===== src/iso_spi_defs.vh =====
`ifndef ISO_SPI_DEFS_VH
`define ISO_SPI_DEFS_VH

// =============================================================
// header word fields
`define HDR_BCAST_BIT 15
`define HDR_REG_HI 14
`define HDR_REG_LO 4
`define HDR_READ_BIT 3
`define HDR_CHIP_HI 2
`define HDR_CHIP_LO 0
`define WORD_BITS 6'h10
`define CRC_WORD_BITS 6'h20
`define FRAME_LAST_BIT 6'h1F

// =============================================================
// register offsets (11-bit register address)
`define REG_CTRL 11'h001
`define REG_MASK 11'h002
`define REG_LATCHED 11'h003
`define REG_LIVE 11'h004

// =============================================================
// field positions and reset values
`define CTRL_CRC_BIT 0
`define CTRL_PIN_MODE_BIT 2
`define CTRL_RESET 16'h0000
`define MASK_RESET 16'h0000
`define LATCHED_RESET 16'h0000
`define READY_BIT 15
`define RESET_FINISHED_FLAG_BIT 14
`define OVERHEAT_BIT 13

// =============================================================
// internal reset sequence and checksum
`define RST_BUSY_CYCLES 8'h20
`define CRC_INIT 16'hFFFF
`define CRC_POLY 16'h1021

`endif


===== src/isolated_input_spi_irq_front.v =====
// Behaviour
// - slave only on four-wire serial port, 16-bit reads and writes.
// - chip select rising mid-transfer abandons it and floats serial output.
// - next falling chip select starts a fresh transfer.
// - host changes MOSI on SCLK fall; device samples on SCLK rise.
// - device changes MISO on SCLK fall; host samples on SCLK rise.
// - every word travels most significant bit first.
// - MISO is high impedance whenever no data is being sent.
// - header bits 2..0 are compared with the strapped chip address.
// - strap level gives chip address 0 at ground up to 7 at supply.
// - control bit 2 picks channel-2 output (0) or interrupt (1).
// - interrupt function is open-drain, channel-2 function is push-pull.
// - mask bit 1 enables an event source, 0 disables it.
// - enabled latched flag pulls interrupt low until all such flags clear.
// - writing 1 clears a latched flag, writing 0 leaves it.
// - after reset all sources masked; reset-done can never be masked.
// - pin is channel-2 during reset; reset end sets latched bit 14.
// - mask bit 15 is the conversion-ready control, not a mask bit.
// - live condition bits follow their conditions, set and clear.
// - live layout equals latched, bit 14 shows reset in progress.
// - latched register carries an overheat flag.
// - header bits 14..4 hold register address, bit 3 one means read.
// - header bit 15 set makes a write broadcast, chip address ignored.
// - read data starts on the SCLK fall after the last header bit.
// - control bit 0 set appends a checksum word after read data.
`include "iso_spi_defs.vh"
`timescale 1ns/10ps
`default_nettype none

module isolated_input_spi_irq_front (
    // clock and reset
    input wire CLK_I,
    input wire RESET_N_I,
    // serial port pins
    input wire SCLK_I,
    input wire MOSI_I,
    input wire CS_N_I,
    output reg MISO_O,
    output reg MISO_OE_O,
    // chip address strap, ladder level already quantised to 3 bits
    input wire [2:0] ADDR_STRAP_I,
    // conditions from the input datapath
    input wire CHANNEL2_STATE_I,
    input wire [12:0] EVENT_COND_I,
    input wire OVERHEAT_I,
    input wire CONVERSION_READY_I,
    // shared channel-2 / interrupt pin
    output reg SHARED_PIN_O,
    output reg SHARED_PIN_OE_O
);
    // =========================================================
    // pin synchronisation and edge detection
    wire [2:0] pins_sync;
    wire [2:0] strap_sync;
    reg sclk_prev_reg;

    level_sync2 #(
        .WIDTH(3)
    ) u_pin_sync (
        .clk_i(CLK_I),
        .async_i({SCLK_I, MOSI_I, CS_N_I}),
        .sync_o(pins_sync)
    );

    level_sync2 #(
        .WIDTH(3)
    ) u_strap_sync (
        .clk_i(CLK_I),
        .async_i(ADDR_STRAP_I),
        .sync_o(strap_sync)
    );

    wire sclk_s = pins_sync[2];
    wire mosi_s = pins_sync[1];
    wire cs_n_s = pins_sync[0];
    wire sclk_rise = sclk_s & ~sclk_prev_reg;
    wire sclk_fall = ~sclk_s & sclk_prev_reg;

    always @(posedge CLK_I) begin
        if (!RESET_N_I) begin
            sclk_prev_reg <= 1'b0;
        end else begin
            sclk_prev_reg <= sclk_s;
        end
    end

    // =========================================================
    // internal reset sequence and strap capture
    reg [7:0] busy_cnt_reg;
    reg busy_reg;
    reg [2:0] chip_addr_reg;
    wire busy_done = busy_reg && (busy_cnt_reg == 8'h00);

    // strap is caught at the end of the busy period, never under reset
    always @(posedge CLK_I) begin
        if (!RESET_N_I) begin
            busy_cnt_reg <= `RST_BUSY_CYCLES;
            busy_reg <= 1'b1;
            chip_addr_reg <= 3'h0;
        end else if (busy_reg) begin
            if (busy_done) begin
                busy_reg <= 1'b0;
                chip_addr_reg <= strap_sync;
            end else begin
                busy_cnt_reg <= busy_cnt_reg - 8'h01;
            end
        end
    end

    // =========================================================
    // registers
    reg [15:0] ctrl_reg;
    reg [15:0] mask_reg;
    reg [15:0] latched_reg;
    reg [15:0] live_prev_reg;
    wire [15:0] live_flags;
    wire [15:0] mask_gate;
    wire [15:0] set_vec;
    reg [15:0] clr_vec;

    assign live_flags = {CONVERSION_READY_I, busy_reg, OVERHEAT_I, EVENT_COND_I};

    // bit 15 is conversion-ready control, bit 14 always enabled
    assign mask_gate = {1'b0, 1'b1, mask_reg[13:0]};

    // flags latch on a rising condition; reset-done on busy end
    assign set_vec = {live_flags[15] & ~live_prev_reg[15], busy_done,
        live_flags[13:0] & ~live_prev_reg[13:0]};

    always @(posedge CLK_I) begin
        if (!RESET_N_I) begin
            live_prev_reg <= 16'h0000;
        end else begin
            live_prev_reg <= live_flags;
        end
    end

    // =========================================================
    // serial frame engine
    reg [5:0] bit_cnt_reg;
    reg [15:0] hdr_reg;
    reg [15:0] rx_reg;
    reg [31:0] tx_shift_reg;
    reg [5:0] tx_left_reg;
    reg wr_accept_reg;
    reg [10:0] wr_addr_reg;
    reg wr_commit;
    reg [15:0] rd_data;
    wire [15:0] crc_value;
    wire frame_on = ~cs_n_s & ~busy_reg;
    wire [15:0] hdr_new = {hdr_reg[14:0], mosi_s};
    wire [15:0] wr_data = {rx_reg[14:0], mosi_s};
    wire [10:0] hdr_reg_addr = hdr_new[`HDR_REG_HI:`HDR_REG_LO];
    wire addr_hit = hdr_new[`HDR_CHIP_HI:`HDR_CHIP_LO] == chip_addr_reg;
    wire hdr_read = hdr_new[`HDR_READ_BIT];
    wire hdr_bcast = hdr_new[`HDR_BCAST_BIT];
    wire hdr_last = sclk_rise && (bit_cnt_reg == `WORD_BITS - 6'h01);

    // read mux, unmapped addresses read as zero
    always @* begin
        if (hdr_reg_addr == `REG_CTRL) begin
            rd_data = ctrl_reg;
        end else if (hdr_reg_addr == `REG_MASK) begin
            rd_data = mask_reg;
        end else if (hdr_reg_addr == `REG_LATCHED) begin
            rd_data = latched_reg;
        end else if (hdr_reg_addr == `REG_LIVE) begin
            rd_data = live_flags;
        end else begin
            rd_data = 16'h0000;
        end
    end

    crc16_word u_crc (
        .data_i(rd_data),
        .crc_o(crc_value)
    );

    always @* begin
        wr_commit = frame_on && sclk_rise && wr_accept_reg &&
            (bit_cnt_reg == `FRAME_LAST_BIT);
    end

    // the frame restarts whenever chip select is high; a frame cut
    // short never reaches the commit point so nothing is written
    always @(posedge CLK_I) begin
        if (!RESET_N_I) begin
            bit_cnt_reg <= 6'h00;
            hdr_reg <= 16'h0000;
            rx_reg <= 16'h0000;
            tx_shift_reg <= 32'h0000_0000;
            tx_left_reg <= 6'h00;
            wr_accept_reg <= 1'b0;
            wr_addr_reg <= 11'h000;
        end else if (!frame_on) begin
            bit_cnt_reg <= 6'h00;
            tx_left_reg <= 6'h00;
            wr_accept_reg <= 1'b0;
        end else begin
            if (sclk_rise) begin
                if (bit_cnt_reg != 6'h3F) begin
                    bit_cnt_reg <= bit_cnt_reg + 6'h01;
                end
                if (bit_cnt_reg < `WORD_BITS) begin
                    hdr_reg <= hdr_new;
                end else begin
                    rx_reg <= wr_data;
                end
            end
            if (hdr_last) begin
                wr_addr_reg <= hdr_reg_addr;
                wr_accept_reg <= ~hdr_read & (addr_hit | hdr_bcast);
                if (hdr_read && addr_hit) begin
                    tx_shift_reg <= {rd_data, crc_value};
                    if (ctrl_reg[`CTRL_CRC_BIT]) begin
                        tx_left_reg <= `CRC_WORD_BITS;
                    end else begin
                        tx_left_reg <= `WORD_BITS;
                    end
                end
            end else if (sclk_fall && tx_left_reg != 6'h00) begin
                tx_shift_reg <= {tx_shift_reg[30:0], 1'b0};
                tx_left_reg <= tx_left_reg - 6'h01;
            end
        end
    end

    // =========================================================
    // serial output driver
    always @(posedge CLK_I) begin
        if (!RESET_N_I) begin
            MISO_O <= 1'b0;
            MISO_OE_O <= 1'b0;
        end else if (!frame_on) begin
            MISO_OE_O <= 1'b0;
        end else if (sclk_fall && !hdr_last) begin
            if (tx_left_reg != 6'h00) begin
                MISO_O <= tx_shift_reg[31];
                MISO_OE_O <= 1'b1;
            end else begin
                MISO_OE_O <= 1'b0;
            end
        end
    end

    // =========================================================
    // register writes
    always @* begin
        clr_vec = 16'h0000;
        if (wr_commit && wr_addr_reg == `REG_LATCHED) begin
            clr_vec = wr_data;
        end
    end

    always @(posedge CLK_I) begin
        if (!RESET_N_I) begin
            ctrl_reg <= `CTRL_RESET;
            mask_reg <= `MASK_RESET;
            latched_reg <= `LATCHED_RESET;
        end else begin
            // a new event in the clearing cycle survives the clear
            latched_reg <= (latched_reg & ~clr_vec) | set_vec;
            if (wr_commit) begin
                if (wr_addr_reg == `REG_CTRL) begin
                    ctrl_reg <= wr_data;
                end else if (wr_addr_reg == `REG_MASK) begin
                    mask_reg <= wr_data;
                end
            end
        end
    end

    // =========================================================
    // shared pin
    wire irq_active = |(latched_reg & mask_gate);
    wire pin_irq_mode = ctrl_reg[`CTRL_PIN_MODE_BIT] & ~busy_reg;

    // open drain in interrupt mode: only ever drives low, released otherwise
    always @(posedge CLK_I) begin
        if (!RESET_N_I) begin
            SHARED_PIN_O <= 1'b0;
            SHARED_PIN_OE_O <= 1'b1;
        end else if (pin_irq_mode) begin
            SHARED_PIN_O <= 1'b0;
            SHARED_PIN_OE_O <= irq_active;
        end else begin
            SHARED_PIN_O <= CHANNEL2_STATE_I;
            SHARED_PIN_OE_O <= 1'b1;
        end
    end
endmodule

`default_nettype wire


===== src/level_sync2.v =====
`timescale 1ns/10ps
`default_nettype none

// =============================================================
// two flip-flop synchroniser for levels from outside the clock
module level_sync2 #(
    parameter WIDTH = 1
) (
    // clock
    input wire clk_i,
    // async levels in, synchronised levels out
    input wire [WIDTH-1:0] async_i,
    output wire [WIDTH-1:0] sync_o
);
    reg [WIDTH-1:0] meta_reg;
    reg [WIDTH-1:0] sync_reg;

    // meta_reg is read by sync_reg only
    always @(posedge clk_i) begin
        meta_reg <= async_i;
        sync_reg <= meta_reg;
    end

    assign sync_o = sync_reg;
endmodule

`default_nettype wire


===== src/crc16_word.v =====
`include "iso_spi_defs.vh"
`timescale 1ns/10ps
`default_nettype none

// =============================================================
// checksum of one 16-bit word, bit 15 fed first, all ones start
module crc16_word (
    // word in
    input wire [15:0] data_i,
    // checksum out
    output reg [15:0] crc_o
);
    integer j;
    reg fb;

    always @* begin
        crc_o = `CRC_INIT;
        fb = 1'b0;
        for (j = 15; j >= 0; j = j - 1) begin
            fb = data_i[j] ^ crc_o[15];
            crc_o = {crc_o[14:0], 1'b0} ^ (fb ? `CRC_POLY : 16'h0000);
        end
    end
endmodule

`default_nettype wire


===== config.mk =====
export PLATFORM = sky130hd
export DESIGN_NAME = isolated_input_spi_irq_front
export DESIGN_NICKNAME = d
export VERILOG_FILES = /design/src/isolated_input_spi_irq_front.v /design/src/level_sync2.v /design/src/crc16_word.v
export VERILOG_INCLUDE_DIRS = /design/src
export SDC_FILE = /design/constraint.sdc
export NUM_CORES = 1
export LEC_CHECK = 0
export BUFFER_PORTS_ARGS = -buffer_cell sky130_fd_sc_hd__clkbuf_2
export CAP_MARGIN = 20
export CELL_PAD_IN_SITES_DETAIL_PLACEMENT = 1
export CELL_PAD_IN_SITES_GLOBAL_PLACEMENT = 1
export CORE_ASPECT_RATIO = 0.8
export CORE_MARGIN = 3
export CORE_UTILIZATION = 40
export DETAILED_ROUTE_END_ITERATION = 10
export PLACE_DENSITY = 0.73
export RECOVER_POWER = 50
export SLEW_MARGIN = 20
export SYNTH_ARGS = -nofsm -noshare
export SYNTH_HDL_FRONTEND = slang
export SYNTH_SLANG_ARGS = --single-unit
export TNS_END_PERCENT = 1

===== constraint.sdc =====
create_clock -name CLK_I -period 2.3 [get_ports CLK_I]
set_input_delay 0.115 -clock CLK_I [delete_from_list [all_inputs] [get_ports CLK_I]]
set_output_delay 0.115 -clock CLK_I [all_outputs]
set_load 0.03 [all_outputs]

Yosys cells after proc, flatten, opt, wreduce, memory -nomap -nowiden
Index checks and enable logic that the tools add are counted.
Widths: inputs -> output; s select.
- input port bits: 24
- output and inout bits: 4
- logic and storage cells: 152
- register bits after elaboration: 179
- magnitude comparators: 1
- eq/ne operators: 12
- bitwise gates (word level): 54
- multiplexer cells: 31
- reduce and logical (&&, ||, !) cells: 28
- $add $sub $neg: 3
- operators by type and width (cell ; number):
    $xor 16x16->16 ; 15
    $mux 13 ; 16
    $mux 32 ; 3
    $mux 16 ; 5
    $eq 11x2->1 const B ; 4
    $mux 6 ; 4
    $eq 11x1->1 const B ; 2
    $and 16x15->16 ; 1
    $and 16x16->16 ; 1
    $not 16->16 ; 1
    $or 16x16->16 ; 1
    $reduce_and 2->1 ; 8
    $reduce_or 16->1 ; 1
    $not 15->15 ; 1
    $reduce_and 3->1 ; 5
    $xor 1x1->1 ; 15
    $and 14x14->14 ; 1
    $not 14->14 ; 1
    $eq 11x3->1 const B ; 1
    $not 1->1 ; 10
    $logic_and 1x1->1 ; 9
    $logic_not 8->1 ; 1
    $sub 8x1->8 const B ; 1
    $add 6x1->6 const B ; 1
    14 further kinds ; 21

Depth between registers and ports, before layout
Gate-level depths: netlist of run 1.
- word-level depth: 54
- mapped depth: 11
- gate-level depth less buffers: 9

Hierarchy
Synthesis of run 1 repeated with hierarchy kept, for this count alone.
- cells, all modules: 916
- area total of the unflattened synthesis: 8141.6 µm²
- by module, submodules not included (module ; area an instance (µm²) ; times used ; sequential area each (µm²) ; cells each):
    isolated_input_spi_irq_front ; 7503.4 ; 1 ; 3323.2 ; 867
    crc16_word ; 397.9 ; 1 ; 0.0 ; 37
    level_sync2 ; 120.1 ; 2 ; 120.1 ; 6

Worst setup path after synthesis of run 1
No wires, ideal clock.
- path kind: flip-flop to flip-flop
- from: register hdr_reg[4]
- to: register tx_shift_reg[2]
- cell stages (with the launch flop): 11
- required time: 2184 ps
- path slack: -72 ps
- clock period less this slack: 2372 ps
- library setup time: 116 ps
- data arrival time: 2255 ps
- path buffers: 2
- cells stage by stage: dfxtp_1 -> buf_4 -> or3b_1 -> buf_2 -> o311ai_0 -> a32oi_2 -> xnor2_2 -> mux2i_2 -> xnor2_2 -> a21oi_1 -> a31o_2
- cells in the longest elaborated chain, start to end: 30
- elaborated cells between the ends (all ways): 35
- classes of those cells: 4 x eq/ne; 11 x mux; 20 x bitwise
- ends and longest elaborated chain (item ; line ; RTL):
    start, declared ; isolated_input_spi_irq_front.v:141 ; reg [15:0] hdr_reg;
    start signal, assigned ; isolated_input_spi_irq_front.v:205 ; hdr_reg <= hdr_new;
    $eq 11x3->1 (no line) ; -- ;
    $mux 16 ; isolated_input_spi_irq_front.v:167 ; end else if (hdr_reg_addr == `REG_LIVE) begin
    $mux 16 ; isolated_input_spi_irq_front.v:165 ; end else if (hdr_reg_addr == `REG_LATCHED) begin
    $mux 16 ; isolated_input_spi_irq_front.v:163 ; end else if (hdr_reg_addr == `REG_MASK) begin
    $mux 16 (*) ; isolated_input_spi_irq_front.v:161 ; if (hdr_reg_addr == `REG_CTRL) begin
    $xor 1x1->1 ; crc16_word.v:20 ; fb = data_i[j] ^ crc_o[15];
    $mux 13 ; crc16_word.v:21 ; crc_o = {crc_o[14:0], 1'b0} ^ (fb ? `CRC_POLY : 16'h0000);
    $xor 16x16->16 (4 in a row) ; crc16_word.v:21 ;
    (+6 left out) ; -- ;
    $xor 1x1->1 ; crc16_word.v:20 ;
    $mux 13 ; crc16_word.v:21 ;
    $xor 16x16->16 (4 in a row) ; crc16_word.v:21 ;
    $xor 1x1->1 (*) ; crc16_word.v:20 ;
    $mux 13 (*) ; crc16_word.v:21 ;
    $xor 16x16->16 (*) (3 in a row) ; crc16_word.v:21 ;
    $mux 32 (*) ; isolated_input_spi_irq_front.v:213 ; if (hdr_read && addr_hit) begin
    $mux 32 (*) ; isolated_input_spi_irq_front.v:210 ; if (hdr_last) begin
    end signal, assigned ; isolated_input_spi_irq_front.v:214 ; tx_shift_reg <= {rd_data, crc_value};
    end signal, assigned ; isolated_input_spi_irq_front.v:222 ; tx_shift_reg <= {tx_shift_reg[30:0], 1'b0};
    end, declared ; isolated_input_spi_irq_front.v:143 ; reg [31:0] tx_shift_reg;
Mark *: on every way between the ends. The rest lies on a longest branch, timed or not. The select of a mux whose other input is x is not followed.
A chain may end at the register's enable or synchronous reset.

Worst setup path after layout of run 1
- from: register hdr_reg[3]
- to: register tx_shift_reg[11]
- cells in the longest elaborated chain, start to end: 28
- elaborated cells between the ends (all ways): 35
- classes of those cells: 4 x eq/ne; 11 x mux; 20 x bitwise
- ends and longest elaborated chain (item ; line):
    $eq 11x3->1 (no line) ; --
    $mux 16 ; isolated_input_spi_irq_front.v:167
    $mux 16 ; isolated_input_spi_irq_front.v:165
    $mux 16 ; isolated_input_spi_irq_front.v:163
    $mux 16 (*) ; isolated_input_spi_irq_front.v:161
    $xor 1x1->1 ; crc16_word.v:20
    $mux 13 ; crc16_word.v:21
    $xor 16x16->16 (4 in a row) ; crc16_word.v:21
    $xor 1x1->1 ; crc16_word.v:20
    $mux 13 ; crc16_word.v:21
    $xor 16x16->16 (4 in a row) ; crc16_word.v:21
    $xor 1x1->1 ; crc16_word.v:20
    $mux 13 ; crc16_word.v:21
    $xor 16x16->16 (*) (7 in a row) ; crc16_word.v:21
    $mux 32 (*) ; isolated_input_spi_irq_front.v:213
    $mux 32 (*) ; isolated_input_spi_irq_front.v:210
Marked as above.

==> results.ini, run 1 <==
[outcome]
run_status=finished, violations left
failed_checks=negative setup slack

[grt]
grt_pass1_vias=7118
grt_overflow_total=0
first_pass_grt_wire_length_mm=39.10
antenna_found_initial=0
grt_util_overall=0.2279
grt_start_max_net_pins=58

[detailed_routing]
routed_wirelength_mm=24.72
postRouteAntennaNets=0
dr.pass1.iters=7
drt_first_iter_violations=486
drt_drc_violations_left=0
detail_route.wl_per_cell_um=18.64
detailroute.via_count=7163
detail_route.vias_per_cell=5.402

[final_layout]
final_nets=1083
largest_register_ff_count=32
num_antenna_cells=0
layout-drive-gt1-share=0.2013
flow.area_growth_from_synthesis_pct=26.30

[floorplan]
die_height_um=132.7
top_level_ports=28
die_width_um=164.4
initial_core_util=0.4158
design.die.area_um2=21820
fp.coreArea_um2=19310
rows=45

[synth]
synth-edff-count=0
post_synth_top_flop=sky130_fd_sc_hd__dfxtp_1
synth_seq_cells=178
synth-async-reset-ratio=0
ys_seq_area_frac=0.4438
syn_area_um2=8030
synth_cells=942
post_synth_net_total=970
synth.avg_cell_area_um2=8.525
yosys.cell_types.count=80
yosys_warnings=0

[sta]
crit_share_post_route=1.065
worst_slack_ps=-148.5
min_cycle_time_layout_ps=2448
timing.final.hold_violations=0
hold_ws_ps=305.9
worst-slew-pin-transition_ps=1117
grt_setup_unrepaired=yes
clock_skew_ps=17.64
setup_violators_final=14
maxSlewViolCount=0
fmax_ghz=0.4084
worst_slew_margin=0.2552

[critical_path]
setup.reg_to_reg.worst_slack_ps=-150
r2r_end=tx_shift_reg[11]
regToRegStartpoint=hdr_reg[3]
cp-start-kind=flop
crit_buf_inv=1
criticalPathCategory=reg -> reg
cp.required_ps=2630
endpoint_kind=flop
slowest_stage=sky130_fd_sc_hd__a32oi_1
slowest_delay_ps=370
timing.critical_path.cells=bufbuf_16 -> nor2b_1 -> a21oi_1 -> a32oi_1 -> xnor2_2 -> mux2i_2 -> xnor2_1 -> o21ai_0 -> o21ba_2
arrival_ps=2780
cpLargestDelayFamily=compound AO/OA/AOI/OAI gates
reg2regPathDepth=9
timing.critical_path.fanout_max=10

[job]
drv.max_cap_violation_count=0

[cts]
number_of_buffers_created_by_cts=17
worst_skew_pair.late_latency_ps=440
clk_pin_slew_worst_paths_ps=70
clock-sinks=178
cts_max_level=4
tritoncts=built
clock_root_buffer=sky130_fd_sc_hd__clkbuf_16
clock_path_buffers=2

[placement]
buffer_ports.inserted=27
place.detailed.hpwl_mm=16.68
gpl_wtd_cong=0.8807

[hold_path]
hold_path_end=u_pin_sync.meta_reg[1]
hold_path_startpoint=MOSI_I
holdCritPathClass=in -> reg
worstHoldPathCells=2

[pwr]
finalPower_mw=6.621
p_leak_nw=3.766
ir_worst_vdd_mv=0.4037
power_density_nw_per_um2=652.8

-- layout make-up --
type                    instances  area, µm²
repair buffers                152       1220
inverters                      17      65.06
clock buffers                  19      432.9
well taps                     258      322.8
fillers                      2232       9170
multi-input cells             689       4389
flip-flops and latches        178       3575
clock inverters                13      137.6
-- power by group --
part	total [mW]	internal, mW	switching [mW]
Sequential	3.27	3.18	0.0837
Combinational	0.481	0.219	0.262
Clock	2.87	1.53	1.34
Total	6.62	4.94	1.69
-- cell usage in the layout (no fill, tap or decap), drive strengths merged, types with 3 or more instances in the layout --
master / count
a211oi: 5
a21boi: 24
a21o: 3
a21oi: 82
a22oi: 9
a2bb2oi: 3
a311oi: 10
and2: 18
and3: 6
buf: 90
clkbuf: 57
clkinvlp: 3
dfxtp: 178
dlygate4sd3: 23
ha: 4
inv: 24
mux2i: 26
nand2: 178
nand2b: 7
nand3: 22
nand3b: 10
nand4: 4
nor2: 72
nor2b: 43
nor3: 19
nor4: 6
nor4b: 3
o211ai: 13
o21ai: 17
o31ai: 3
o32ai: 4
or3: 9
xnor2: 25
xor2: 20
-- worst max-delay path by stage --
stage / startpoint / to / slack (ps) / depth (start not counted)
floorplan: hdr_reg[4] / tx_shift_reg[2] / -20 / 10
global placement: hdr_reg[4] / tx_shift_reg[6] / -250 / 9
detailed placement: hdr_reg[4] / tx_shift_reg[6] / -230 / 9
CTS: hdr_reg[3] / tx_shift_reg[11] / -120 / 9
global route: hdr_reg[3] / tx_shift_reg[3] / -260 / 13
finish: hdr_reg[3] / tx_shift_reg[11] / -150 / 9
-- cells by family after synthesis --
logic type | share of synthesized area
buffers and inverters | 0.03957
XOR/XNOR | 0.05983
flip-flops | 0.4438
AO/OA/AOI/OAI | 0.1677
multiplexers | 0.03568
adder cells (fa/ha/maj) | 0.006233
AND/OR/NAND/NOR | 0.2473
-- Yosys cell counts (all sizes together) (4+ instances only) --
library cell / number / area, µm²
a211oi: 5 / 42.54
a21boi: 24 / 180.2
a21oi: 82 / 410.4
a22oi: 9 / 67.56
a311oi: 10 / 93.84
and2: 18 / 112.6
and3: 6 / 37.54
buf: 12 / 81.32
clkbuf: 46 / 172.7
dfxtp: 178 / 3563
ha: 4 / 50.05
inv: 16 / 60.05
mux2i: 26 / 264.0
nand2: 178 / 670.7
nand2b: 7 / 43.79
nand3: 22 / 110.1
nand3b: 10 / 75.07
nand4: 4 / 25.02
nor2: 72 / 270.3
nor2b: 43 / 269.0
nor3: 19 / 95.09
nor4: 6 / 37.54
o211ai: 13 / 97.59
o21ai: 17 / 85.08
o32ai: 4 / 35.03
or3: 9 / 56.30
xnor2: 25 / 260.3
xor2: 20 / 175.2
-- metal layers --
layer | wire length, µm | track usage | up-vias
li1 | - | - | 3471
met5 | 0 | 0 | -
met3 | 905 | 0.04069 | 26
met4 | 414 | 0.06567 | 0
met1 | 12180 | 0.3348 | 3522
met2 | 11220 | 0.3417 | 144
-- metrics by stage --
| step | setup TNS [ps] | cells | worst slack [ps] | utilization | instance area, µm² |
|---|---|---|---|---|---|
| final | -1395 | 1326 | -148.5 | 0.5252 | 10140 |
| after global routing | -5049 | 1326 | -262.8 | 0.5252 | 10140 |
| after CTS | -992.5 | 1323 | -120.2 | 0.5179 | 10000 |
| after detailed placement | -2412 | 1259 | -227.5 | 0.4662 | 9004 |
| after global placement | -1465 | 1259 | -253.1 | 0.4662 | 9004 |
| after floorplan | -40.21 | 942 | -18.89 | - | 8035 |
-- timing repair --
item                                    in CTS  in global routing
endpoints found under the hold margin       23                  0
pin swaps                                   12                 15
buffers inserted                             8                  3
endpoints found under the setup margin      21                 44
gates resized for setup                     26                 35
cloned                                       1                  0
hold buffers                                23                  0
(Power assumes the default switching activity.)
==> run 2, diff against run 1 <==
Settings changed: RECOVER_POWER 50 to 100.
==> run 2 against run 1 <==
Against the previous run: first-iteration DRC count increased by 3.9%; critical endpoint is now tx_shift_reg[0]; the flow still finishes with violations (negative setup slack); critical path depth unchanged; non-clock buffer count unchanged; worst hold slack about the same; die area unchanged; sequential share of layout area increased by 0.078 points; critical path type unchanged; clock skew decreased by 0.80 ps.
==> results.ini, run 2 (synthesized netlist as in run 1, its figures left out) <==
[final_layout]
final_common_cell=sky130_fd_sc_hd__nand2_1
finish.instance_area_um2=10120
num_antenna_cells=0
layout.cells.most_common_list=175 x sky130_fd_sc_hd__nand2_1, 173 x sky130_fd_sc_hd__dfxtp_1, 78 x sky130_fd_sc_hd__a21oi_1, 78 x sky130_fd_sc_hd__buf_4, 67 x sky130_fd_sc_hd__nor2_1
final_nets=1083
filler_cell_count=2235
largest_register_ff_count=32
ff_latch_area_um2=3575
flow.area_growth_from_synthesis_pct=26.02
postLayoutCoreUtil=0.5240
layout-drive-gt1-share=0.1994
multi_input_comb_area_um2=4373
post_layout_nonfiller_instances=1326

[sta]
worst_slack_ps=-141.8
grt_setup_unrepaired=yes
maxSlewViolCount=0
fmax_ghz=0.4095
setup_violators_final=14
min_cycle_time_layout_ps=2442
crit_share_post_route=1.062
timing.final.hold_violations=0
worst_slew_margin=0.2527
hold_ws_ps=306.4
clock_skew_ps=16.84
worst-slew-pin-transition_ps=1121

[grt]
grt_start_max_net_pins=58
grt_util_overall=0.2279
antenna_found_initial=0
grt_pass1_vias=7118
grt_use_met1=0.3348
use_met3=0.04069
grt.busiest_layer=met2
first_pass_grt_wire_length_mm=39.10
grt_overflow_total=0
global_route.usage.met2=0.3417

[placement]
buffer_ports.inserted=27
place_inst=1259
place.detailed.hpwl_mm=16.68
gpl_wtd_cong=0.8807
place_area_um2=9004

[critical_path]
cp-start-kind=flop
regToRegStartpoint=hdr_reg[5]
timing.critical_path.from=hdr_reg[5]
cp.required_ps=2650
slowest_delay_ps=470
arrival_ps=2790
criticalPathCategory=reg -> reg
timing.critical_path.fanout_max=10
timing.critical_path.cells=buf_6 -> and4bb_2 -> a311oi_4 -> or2_4 -> a21o_1 -> xnor3_2 -> xor2_2 -> buf_4 -> o31ai_1
slowest_stage=sky130_fd_sc_hd__xnor3_2
endpoint_kind=flop

[pwr]
finalPower_mw=6.622
power_density_nw_per_um2=654.3
ir_worst_vdd_mv=0.4035
p_leak_nw=3.759

[cts]
clock_path_buffers=2
clock_root_buffer=sky130_fd_sc_hd__clkbuf_16
worst_skew_pair.late_latency_ps=440
number_of_buffers_created_by_cts=17
cts_max_level=4
clk_pin_slew_worst_paths_ps=70
clock-sinks=178
tritoncts=built

[floorplan]
die_width_um=164.4
die_height_um=132.7
initial_core_util=0.4158
fp.coreArea_um2=19310
top_level_ports=28
rows=45
design.die.area_um2=21820

[detailed_routing]
detail_route.vias_per_cell=5.419
dr.pass1.iters=5
detailroute.via_count=7186
routed_wirelength_mm=24.80
drt_drc_violations_left=0
postRouteAntennaNets=0
drt_first_iter_violations=505
detail_route.wl_per_cell_um=18.70

[hold_path]
hold_path_startpoint=MOSI_I
holdCritPathClass=in -> reg

[outcome]
failed_checks=negative setup slack
run_status=finished, violations left

[job]
drv.max_cap_violation_count=0

==> run 2: worst max-delay path, delay by kind of cell (launching register included) <==
kind	cells	cell delay [ps]
simple gates	2	410
xor+xnor	2	650
compound gates	3	630
flops	1	370
buf+inv	2	290
==> run 2: final timing paths <==
kind / end / slack (ps) / cells past startpoint
worst min-delay path: u_pin_sync.meta_reg[1] / 310 / 2
worst min register to register: u_strap_sync.sync_o[2] / 330 / 0
worst max register to register: tx_shift_reg[0] / -140 / 9
worst max-delay path: tx_shift_reg[0] / -140 / 9
==> run 2: repair_timing <==
| item | 4_1_cts | 5_1_grt |
|---|---|---|
| cloned | 1 | 0 |
| hold buffers | 23 | 0 |
| setup endpoints to repair | 21 | 44 |
| resized for setup | 26 | 35 |
| setup buffers | 8 | 3 |
| hold endpoints to repair | 23 | 0 |
| pin swaps | 12 | 15 |
==> run 2: layout make-up <==
type / count / share of cell area
multi-input combinational: 689 / 0.4321
sequential: 178 / 0.3532
timing repair buffer: 152 / 0.1199
clock buffer: 19 / 0.04278
tap: 258 / 0.03190
clock inverter: 13 / 0.01360
inverter: 17 / 0.006429
==> run 2: where the power goes <==
part	total (mW)	internal, mW	switching, mW
registers	3.27	3.18	0.0836
clock network	2.87	1.53	1.34
logic	0.482	0.219	0.263
==> run 2: per-stage QoR <==
stage / setup TNS (ps) / setup WS, ps
2_1_floorplan: -40.21 / -18.89
3_3_place_gp: -1465 / -253.1
4_1_cts: -992.5 / -120.2
6_report: -1415 / -141.8
3_5_place_dp: -2412 / -227.5
5_1_grt: -7819 / -262.8
==> run 2: routing by layer <==
layer / vias up / wire [µm]
met1: 3562 / 12340
met3: 22 / 832
li1: 3469 / -
met5: - / 0
met4: 0 / 400
met2: 133 / 11230
